File: src/rtl/umf_pkg.sv
package umf_pkg;
  // Register offsets on the plain register port
  localparam logic [2:0] UMF_OFF_DATA = 3'h0;
  localparam logic [2:0] UMF_OFF_CSA = 3'h1;
  localparam logic [2:0] UMF_OFF_CSB = 3'h2;
  localparam logic [2:0] UMF_OFF_CSC = 3'h3;
  localparam logic [2:0] UMF_OFF_IRQ_STAT = 3'h4;
  localparam logic [2:0] UMF_OFF_IRQ_MASK = 3'h5;
  // control_status_a fields
  localparam int UMF_A_RX_DONE = 7;
  localparam int UMF_A_TX_DONE = 6;
  localparam int UMF_A_TX_EMPTY = 5;
  localparam int UMF_A_FE = 4;
  localparam int UMF_A_DOR = 3;
  localparam int UMF_A_FILT = 0;
  // control_status_b fields
  localparam int UMF_B_RXEN = 4;
  localparam int UMF_B_TXEN = 3;
  localparam int UMF_B_SIZE2 = 2;
  localparam int UMF_B_RX9 = 1;
  localparam int UMF_B_TX9 = 0;
  // control_status_c fields
  localparam int UMF_C_STOP2 = 3;
  localparam int UMF_C_SIZE_LO = 1;
  // Interrupt status and mask bits
  localparam int UMF_IRQ_RX = 0;
  localparam int UMF_IRQ_TXC = 1;
  localparam int UMF_IRQ_DROP = 2;
  localparam int UMF_IRQ_W = 3;
  // Reset values and size codes
  localparam logic [2:0] UMF_SIZE_RST = 3'h3;
  localparam logic [2:0] UMF_SIZE_NINE = 3'h7;
  localparam logic [3:0] UMF_NBITS_BASE = 4'h5;
  localparam logic [3:0] UMF_NBITS_NINE = 4'h9;
  localparam logic [3:0] UMF_NBITS_DFLT = 4'h8;
  // Receive entry: {frame_error, nine data bits}
  localparam int UMF_ENTRY_W = 10;
  localparam int UMF_DEPTH = 2;
  localparam int UMF_FE_POS = 9;

  typedef enum logic [1:0] {
    UMF_TX_IDLE = 2'b00,
    UMF_TX_START = 2'b01,
    UMF_TX_DATA = 2'b10,
    UMF_TX_STOP = 2'b11
  } umf_tx_state_t;
endpackage : umf_pkg

File: src/rtl/umf_fifo_if.sv
`timescale 1ns/100ps
interface umf_fifo_if;
  import umf_pkg::*;
  logic push;
  logic pop;
  logic flush;
  logic [UMF_ENTRY_W-1:0] push_data;
  logic [UMF_ENTRY_W-1:0] head;
  logic [1:0] count;
  modport fill (output push, output pop, output flush, output push_data, input head, input count);
  modport store (input push, input pop, input flush, input push_data, output head, output count);
endinterface : umf_fifo_if

File: src/rtl/umf_rx_fifo.sv
`timescale 1ns/100ps
module umf_rx_fifo (
  // Clock and reset
  input wire logic sys_clk_i,
  input wire logic reset_i,
  // Storage side
  umf_fifo_if.store fio
);
  import umf_pkg::*;

  logic [UMF_ENTRY_W-1:0] mem_q [UMF_DEPTH];
  logic rd_q;
  logic wr_q;
  logic [1:0] count_q;
  wire do_pop = fio.pop && (count_q != 2'h0);
  wire do_push = fio.push && (count_q != 2'h2);

  ////////////////////////////////////////////////////////////////
  genvar gi;
  generate
    for (gi = 0; gi < UMF_DEPTH; gi++) begin : g_entry
      always_ff @(posedge sys_clk_i) begin
        if (reset_i) begin
          mem_q[gi] <= '0;
        end else if (do_push && (wr_q == 1'(gi))) begin
          mem_q[gi] <= fio.push_data;
        end
      end
    end
  endgenerate

  always_ff @(posedge sys_clk_i) begin
    if (reset_i || fio.flush) begin
      rd_q <= 1'b0;
      wr_q <= 1'b0;
      count_q <= 2'h0;
    end else begin
      rd_q <= rd_q ^ do_pop;
      wr_q <= wr_q ^ do_push;
      count_q <= count_q + {1'b0, do_push} - {1'b0, do_pop};
    end
  end

  // Empty reads show zero, never stale data
  assign fio.head = (count_q == 2'h0) ? '0 : mem_q[rd_q];
  assign fio.count = count_q;
endmodule : umf_rx_fifo

File: src/rtl/umf_top.sv
// What this block does
// RQ1 - Filter mode drops frames marked as data
// RQ2 - Transmitter ignores the filter mode
// RQ3 - Sizes five to eight: first stop bit types
// RQ4 - Nine-bit size: ninth bit types frame
// RQ5 - Type one is address, zero data
// RQ6 - Address frames buffered, receive-complete set
// RQ7 - Master sends nine-bit, ninth bit marks address
// RQ8 - Slave software toggles filter after addressing
// RQ9 - Short sizes need two stop bits
// RQ10 - No read-modify-write on filter bit
// RQ11 - Data address: write transmits, read receives
// RQ12 - Short sizes: upper bits ignored, read zero
// RQ13 - Write while buffer full is discarded
// RQ14 - Buffered data loads shifter, shifts out
// RQ15 - Two-entry receive FIFO advances per access
// RQ16 - Software avoids read-modify-write on data
// RQ17 - Read ninth bit before low byte
// RQ18 - Write ninth bit before low byte
`timescale 1ns/100ps
module umf_top (
  // Clock and reset
  input wire logic sys_clk_i,
  input wire logic reset_i,
  // Register port
  input wire logic [2:0] reg_addr_i,
  input wire logic [7:0] reg_wdata_i,
  input wire logic reg_wr_i,
  input wire logic reg_rd_i,
  output logic [7:0] reg_rdata_o,
  // Recovered frames from the bit sampler
  input wire logic rx_frame_valid_i,
  input wire logic [8:0] rx_frame_data_i,
  input wire logic rx_stop1_i,
  // Bit timing and serial output
  input wire logic baud_tick_i,
  output logic tx_o,
  // Flags to the rest of the unit
  output logic rx_complete_o,
  output logic tx_complete_o,
  output logic tx_buffer_empty_o,
  output logic irq_o
);
  import umf_pkg::*;

  umf_fifo_if fio ();
  umf_rx_fifo u_rx_fifo (
    .sys_clk_i(sys_clk_i),
    .reset_i(reset_i),
    .fio(fio)
  );

  logic rx_filter_q;
  logic tx_complete_q;
  logic overrun_q;
  logic rx_en_q;
  logic tx_en_q;
  logic tx_ninth_q;
  logic stop2_q;
  logic [2:0] size_q;
  logic [UMF_IRQ_W-1:0] irq_stat_q;
  logic [UMF_IRQ_W-1:0] irq_mask_q;
  logic [8:0] tx_buf_q;
  logic tx_buf_full_q;
  logic [8:0] shift_q;
  logic [3:0] bit_cnt_q;
  logic stop_cnt_q;
  umf_tx_state_t tx_st_q;
  logic [7:0] rdata_q;

  ////////////////////////////////////////////////////////////////
  // Decode
  wire sel_data = reg_addr_i == UMF_OFF_DATA;
  wire sel_csa = reg_addr_i == UMF_OFF_CSA;
  wire sel_csb = reg_addr_i == UMF_OFF_CSB;
  wire sel_csc = reg_addr_i == UMF_OFF_CSC;
  wire sel_istat = reg_addr_i == UMF_OFF_IRQ_STAT;
  wire sel_imask = reg_addr_i == UMF_OFF_IRQ_MASK;
  wire wr_data = reg_wr_i && sel_data;
  wire rd_data = reg_rd_i && sel_data;
  wire wr_csa = reg_wr_i && sel_csa;
  wire wr_csb = reg_wr_i && sel_csb;
  wire wr_csc = reg_wr_i && sel_csc;

  wire size_nine = size_q == UMF_SIZE_NINE;
  wire [3:0] nbits = size_nine ? UMF_NBITS_NINE :
                     (size_q[2] ? UMF_NBITS_DFLT : UMF_NBITS_BASE + {2'b00, size_q[1:0]});
  wire [8:0] size_mask = 9'h1ff >> (4'h9 - nbits);

  ////////////////////////////////////////////////////////////////
  // Receive path
  wire frame_type = size_nine ? rx_frame_data_i[8] : rx_stop1_i; // RQ3 RQ4
  // Type zero marks data; only those are dropped
  wire frame_drop = rx_filter_q && !frame_type; // RQ1 RQ5
  wire rx_take = rx_frame_valid_i && rx_en_q && !frame_drop; // RQ6
  wire fifo_full = fio.count == 2'h2;
  assign fio.push = rx_take && !fifo_full;
  assign fio.push_data = {!rx_stop1_i, rx_frame_data_i & size_mask}; // RQ12
  // Every data-location read advances the FIFO, test-only reads too
  assign fio.pop = rd_data; // RQ15
  assign fio.flush = !rx_en_q;
  wire overrun_set = rx_take && fifo_full;
  wire drop_evt = rx_frame_valid_i && rx_en_q && frame_drop;

  ////////////////////////////////////////////////////////////////
  // Transmit path, no term here looks at the filter bit
  wire tx_load = (tx_st_q == UMF_TX_IDLE) && tx_en_q && tx_buf_full_q; // RQ14 RQ2
  wire tx_last_bit = bit_cnt_q == nbits - 4'h1;
  wire tx_done = (tx_st_q == UMF_TX_STOP) && baud_tick_i && (stop_cnt_q == stop2_q);
  // Write accepted only while the buffer is empty
  wire tx_accept = wr_data && !tx_buf_full_q; // RQ13 RQ11
  wire txc_set = tx_done && !tx_buf_full_q;

  always_ff @(posedge sys_clk_i) begin
    if (reset_i) begin
      tx_buf_q <= '0;
      tx_buf_full_q <= 1'b0;
    end else if (tx_accept) begin
      tx_buf_q <= {tx_ninth_q, reg_wdata_i} & size_mask; // RQ12
      tx_buf_full_q <= 1'b1;
    end else if (tx_load) begin
      tx_buf_full_q <= 1'b0;
    end
  end

  always_ff @(posedge sys_clk_i) begin
    if (reset_i) begin
      tx_st_q <= UMF_TX_IDLE;
      shift_q <= '0;
      bit_cnt_q <= '0;
      stop_cnt_q <= 1'b0;
    end else begin
      unique case (tx_st_q)
        UMF_TX_IDLE: begin
          if (tx_load) begin
            shift_q <= tx_buf_q; // RQ14
            tx_st_q <= UMF_TX_START;
          end
        end
        UMF_TX_START: begin
          bit_cnt_q <= '0;
          stop_cnt_q <= 1'b0;
          if (baud_tick_i) begin
            tx_st_q <= UMF_TX_DATA;
          end
        end
        UMF_TX_DATA: begin
          if (baud_tick_i) begin
            shift_q <= shift_q >> 1;
            bit_cnt_q <= bit_cnt_q + 4'h1;
            if (tx_last_bit) begin
              tx_st_q <= UMF_TX_STOP;
            end
          end
        end
        UMF_TX_STOP: begin
          if (baud_tick_i) begin
            stop_cnt_q <= 1'b1;
            if (stop_cnt_q == stop2_q) begin
              tx_st_q <= UMF_TX_IDLE;
            end
          end
        end
      endcase
    end
  end

  assign tx_o = (tx_st_q == UMF_TX_START) ? 1'b0 : ((tx_st_q == UMF_TX_DATA) ? shift_q[0] : 1'b1);

  ////////////////////////////////////////////////////////////////
  // Control and sticky flags, set wins over clear
  always_ff @(posedge sys_clk_i) begin
    if (reset_i) begin
      rx_filter_q <= 1'b0;
      rx_en_q <= 1'b0;
      tx_en_q <= 1'b0;
      tx_ninth_q <= 1'b0;
      stop2_q <= 1'b0;
      size_q <= UMF_SIZE_RST;
    end else begin
      if (wr_csa) begin
        rx_filter_q <= reg_wdata_i[UMF_A_FILT];
      end
      if (wr_csb) begin
        rx_en_q <= reg_wdata_i[UMF_B_RXEN];
        tx_en_q <= reg_wdata_i[UMF_B_TXEN];
        size_q[2] <= reg_wdata_i[UMF_B_SIZE2];
        tx_ninth_q <= reg_wdata_i[UMF_B_TX9];
      end
      if (wr_csc) begin
        stop2_q <= reg_wdata_i[UMF_C_STOP2];
        size_q[1:0] <= reg_wdata_i[UMF_C_SIZE_LO +: 2];
      end
    end
  end

  always_ff @(posedge sys_clk_i) begin
    if (reset_i) begin
      tx_complete_q <= 1'b0;
      overrun_q <= 1'b0;
      irq_stat_q <= '0;
      irq_mask_q <= '0;
    end else begin
      tx_complete_q <= txc_set || (tx_complete_q && !(wr_csa && reg_wdata_i[UMF_A_TX_DONE]));
      overrun_q <= overrun_set || (overrun_q && !rd_data);
      irq_stat_q <= {drop_evt, txc_set, fio.push} |
                    (irq_stat_q & ~({UMF_IRQ_W{reg_wr_i && sel_istat}} & reg_wdata_i[UMF_IRQ_W-1:0]));
      if (reg_wr_i && sel_imask) begin
        irq_mask_q <= reg_wdata_i[UMF_IRQ_W-1:0];
      end
    end
  end

  ////////////////////////////////////////////////////////////////
  // Read back, data one cycle after the strobe
  wire [7:0] csa_val = {fio.count != 2'h0, tx_complete_q, !tx_buf_full_q, fio.head[UMF_FE_POS],
                        overrun_q, 2'b00, rx_filter_q};
  wire [7:0] csb_val = {3'b000, rx_en_q, tx_en_q, size_q[2], fio.head[8], tx_ninth_q};
  wire [7:0] csc_val = {4'h0, stop2_q, size_q[1:0], 1'b0};
  wire [7:0] rd_mux = sel_data ? fio.head[7:0] : // RQ11
                      sel_csa ? csa_val :
                      sel_csb ? csb_val :
                      sel_csc ? csc_val :
                      sel_istat ? {5'h00, irq_stat_q} :
                      sel_imask ? {5'h00, irq_mask_q} : 8'h00;

  always_ff @(posedge sys_clk_i) begin
    if (reset_i) begin
      rdata_q <= 8'h00;
    end else begin
      rdata_q <= reg_rd_i ? rd_mux : 8'h00;
    end
  end

  assign reg_rdata_o = rdata_q;
  assign rx_complete_o = fio.count != 2'h0;
  assign tx_complete_o = tx_complete_q;
  assign tx_buffer_empty_o = !tx_buf_full_q;
  assign irq_o = |(irq_stat_q & irq_mask_q);
endmodule : umf_top

File: config.mk
export PLATFORM = sky130hd
export DESIGN_NAME = umf_top
export DESIGN_NICKNAME = d
export VERILOG_FILES = /design/src/rtl/umf_pkg.sv /design/src/rtl/umf_fifo_if.sv /design/src/rtl/umf_rx_fifo.sv /design/src/rtl/umf_top.sv
export SDC_FILE = /design/constraint.sdc
export NUM_CORES = 1
export LEC_CHECK = 0
export ABC_AREA = 1
export BUFFER_PORTS_ARGS = -buffer_cell sky130_fd_sc_hd__buf_4
export CAP_MARGIN = 20
export CORE_MARGIN = 4
export CORE_UTILIZATION = 58
export CTS_BUF_LIST = sky130_fd_sc_hd__clkbuf_8
export DETAILED_ROUTE_END_ITERATION = 10
export GPL_TIMING_DRIVEN = 0
export PLACE_DENSITY = 0.79
export SYNTH_ARGS = -nofsm -noshare
export SYNTH_HDL_FRONTEND = slang
export SYNTH_SLANG_ARGS = --single-unit
File: constraint.sdc
create_clock -name sys_clk_i -period 5.6 [get_ports sys_clk_i]
set_input_delay 1.12 -clock sys_clk_i [delete_from_list [all_inputs] [get_ports sys_clk_i]]
set_output_delay 1.12 -clock sys_clk_i [all_outputs]
set_load 0.03 [all_outputs]
==> impl_metrics.py <==
metrics = {
    "clocking": {
        "cts_root_buf": "clkbuf_8",
        "clock_sinks": 74,
        "cts_setup_buffers": 0,
        "numCtsBuffers": 9,
        "cts.clk_slew.worst_paths_ns": 0.08,
        "insertion_delay_ns": 0.35,
        "h-tree-depth": 3,
        "cts_resized": 0,
        "cts_hold_buf": 0,
        "cts_tree": "yes",
        "clockBufferDepth": 2,
    },
    "global_routing": {
        "grt_max_degree": 13,
        "grt.total_usage": 0.251,
        "grt_pass1_wl_mm": 14.7,
        "grt_antenna_before_repair": 0,
        "grt_overflow": 0,
        "grt_pass1_vias": 3143,
    },
    "synth": {
        "synth_edf_count": 20,
        "synth.top_cell.area_share": 0.290,
        "synth_fp_nets": 514,
        "ys_ff_latch": 74,
        "synthFlopType": "dfxtp_1",
        "netlist_area_um2": 3730,
        "synth.distinct_cells": 41,
        "yosysMostFrequentCell": "nand2_1",
        "yosysTopAreaCell": "dfxtp_1",
        "yosys-top-cells-area": "dfxtp_1 (29%), edfxtp_1 (16%), nand2_1 (9.2%), inv_1 (7.3%), a21oi_1 (6.7%)",
        "synthCells": 471,
        "synth-async-reset-ratio": 0,
        "yosys-top-cells-count": "nand2_1 (91), inv_1 (73), dfxtp_1 (54)",
        "synth_warnings": 0,
        "synth_sequential_area_ratio": 0.451,
        "syn_avg_cell_area_um2": 7.92,
    },
    "timing": {
        "hold_viol_final": 0,
        "finalSetupViolations": 0,
        "fmax_mhz": 355,
        "tightest_slew_ns": 0.751,
        "finalCritPeriodShare": 0.503,
        "grt_setup_unrepaired": "no",
        "skew_ns": 0.00913,
        "tns_ns": 0,
        "relSlewSlack": 0.499,
        "drv_slew": 0,
        "finalWorstPathRequiredPeriod_ns": 2.81,
    },
    "power": {
        "seqPwrFrac": 0.420,
        "p_int_mw": 1.02,
        "swShare": 0.307,
        "power_frac_clock": 0.341,
        "ir_worst_vdd_mv": 0.308,
        "p_sw_mw": 0.453,
        "pwr_density_cell_nw_per_um2": 339,
        "power.leakage_nw": 1.91,
        "power_frac_comb": 0.239,
    },
    "critical_path": {
        "startpoint_type": "flip-flop",
        "rrSetupSlack_ns": 3.24,
        "cp.required_ns": 4.48,
        "arrival_ns": 1.69,
        "worstSetupPathType": "flip-flop to output pin",
        "worstSetupEndpoint": "tx_o",
        "r2r_cells": 10,
        "rr_endpoint": "u_rx_fifo.mem_q[1][8]$_SDFFCE_PN0P_",
        "r2r_start": "size_q[0]$_SDFFE_PP1P_",
        "cp-startpoint": "tx_st_q[0]$_SDFFE_PP0P_",
        "cp_max_fo": 10,
        "cp-end-kind": "output pin",
    },
    "floorplanning": {
        "rows": 28,
        "core_area_um2": 6100,
        "die_h_um": 88.2,
        "io_pins": 40,
        "die_w_um": 88.2,
        "start_util": 0.612,
        "die_area_um2": 7780,
    },
    "route": {
        "via_per_inst": 5.46,
        "first_pass_iters": 6,
        "drtIter0Drc": 217,
        "wl_mm": 9.05,
        "route.detailed.wl_per_inst_um": 15.1,
        "drc_errors": 0,
        "num_vias": 3282,
        "ant_nets": 0,
    },
    "job": {
        "drv_cap": 0,
    },
    "finish": {
        "area_delta_synth_final_pct": 16.9,
        "fin_util": 0.716,
        "antenna_cells": 0,
        "drive_gt1_frac": 0.179,
        "final_cells": 601,
        "fin_nets": 564,
        "postLayoutCellArea_um2": 4360,
    },
    "placed_design": {
        "portBuffers": 39,
        "placed_cell_area_um2": 4120,
        "dp.cells": 585,
        "post-dp-hpwl_mm": 6.74,
        "routabilityCongestion": 0.927,
    },
    "hold_path": {
        "worstHoldPathCells": 2,
        "worst_hold_path_type": "flip-flop to flip-flop",
    },
    "run_status": {
        "status": "completed",
    },
}
[state kept, by name, summed over array words and instances (netlist names), 2 cells and up]
register / flops
u_rx_fifo.mem_q: 20
shift_q: 9
tx_buf_q: 9
reg_rdata_o: 8
bit_cnt_q: 4
irq_mask_q: 3
irq_stat_q: 3
size_q: 3
tx_st_q: 2
u_rx_fifo.fio.count: 2
[critical path, cell delays in order, from the launching register on]
cell	delay, ns
dfxtp_1	0.36
inv_1	0.09
ha_1	0.19
buf_2	0.17
buf_2	0.19
a21oi_1	0.16
buf_4	0.18
[layout make-up]
type,count,area [µm²]
Fill cell,491,1730
Multi-Input combinational cell,305,1680
Sequential cell,74,1680
Inverter,81,304
Timing Repair Buffer,39,293
Clock buffer,10,138
Clock inverter,6,106
Tap cell,75,93.8
Buffer,11,61.3
[power by group through the flow]
stage               Combinational [mW]  Sequential [mW]  Clock, mW
finish                           0.353            0.621      0.504
global placement                 0.340            0.630          0
floorplan                        0.256            0.627          0
global route                     0.398            0.626      0.530
CTS                              0.349            0.620      0.506
detailed placement               0.346            0.633          0
[stage by stage]
stage          power (mW)  hold WS (ns)  setup slack, ns
6_report             1.48         0.451             2.79
5_1_grt              1.55         0.473             2.64
3_3_place_gp        0.970         0.435             2.85
3_5_place_dp        0.978         0.438             2.81
2_1_floorplan       0.883         0.424             3.06
4_1_cts              1.47         0.452             2.78
[layout by cell type (no fill, tap or decap), drive strengths merged, types with 3 or more instances in the layout]
| cell | instances |
|---|---|
| a211oi | 10 |
| a21oi | 52 |
| buf | 46 |
| bufinv | 3 |
| clkbuf | 14 |
| dfxtp | 54 |
| edfxtp | 20 |
| ha | 16 |
| inv | 82 |
| nand2 | 98 |
| nand3 | 19 |
| nor2 | 36 |
| nor3 | 11 |
| o21ai | 40 |
| o22ai | 3 |
| or2 | 4 |
| xnor2 | 3 |
[routing by layer]
metal / track usage / share of wire
met1: 0.338 / 0.43
met2: 0.389 / 0.45
met3: 0.0508 / 0.092
met4: 0.117 / 0.025
met5: 0 / 0
[kinds of logic after synthesis]
family                   synth area share
XOR/XNOR                          0.00704
AND/OR/NAND/NOR                     0.207
adder cells (fa/ha/maj)            0.0537
AO/OA/AOI/OAI                       0.181
multiplexers                      0.00268
flip-flops                          0.451
buffers and inverters              0.0979
[worst min path at each step]
| stage | from | end |
|---|---|---|
| finish | shift_q[4]$_SDFFE_PP0P_ | shift_q[4]$_SDFFE_PP0P_ |
| global route | shift_q[2]$_SDFFE_PP0P_ | shift_q[2]$_SDFFE_PP0P_ |
| CTS | shift_q[4]$_SDFFE_PP0P_ | shift_q[4]$_SDFFE_PP0P_ |
| detailed placement | shift_q[7]$_SDFFE_PP0P_ | shift_q[7]$_SDFFE_PP0P_ |
| floorplan | shift_q[1]$_SDFFE_PP0P_ | shift_q[1]$_SDFFE_PP0P_ |
| global placement | shift_q[7]$_SDFFE_PP0P_ | shift_q[7]$_SDFFE_PP0P_ |
(Power assumes the default switching activity.)
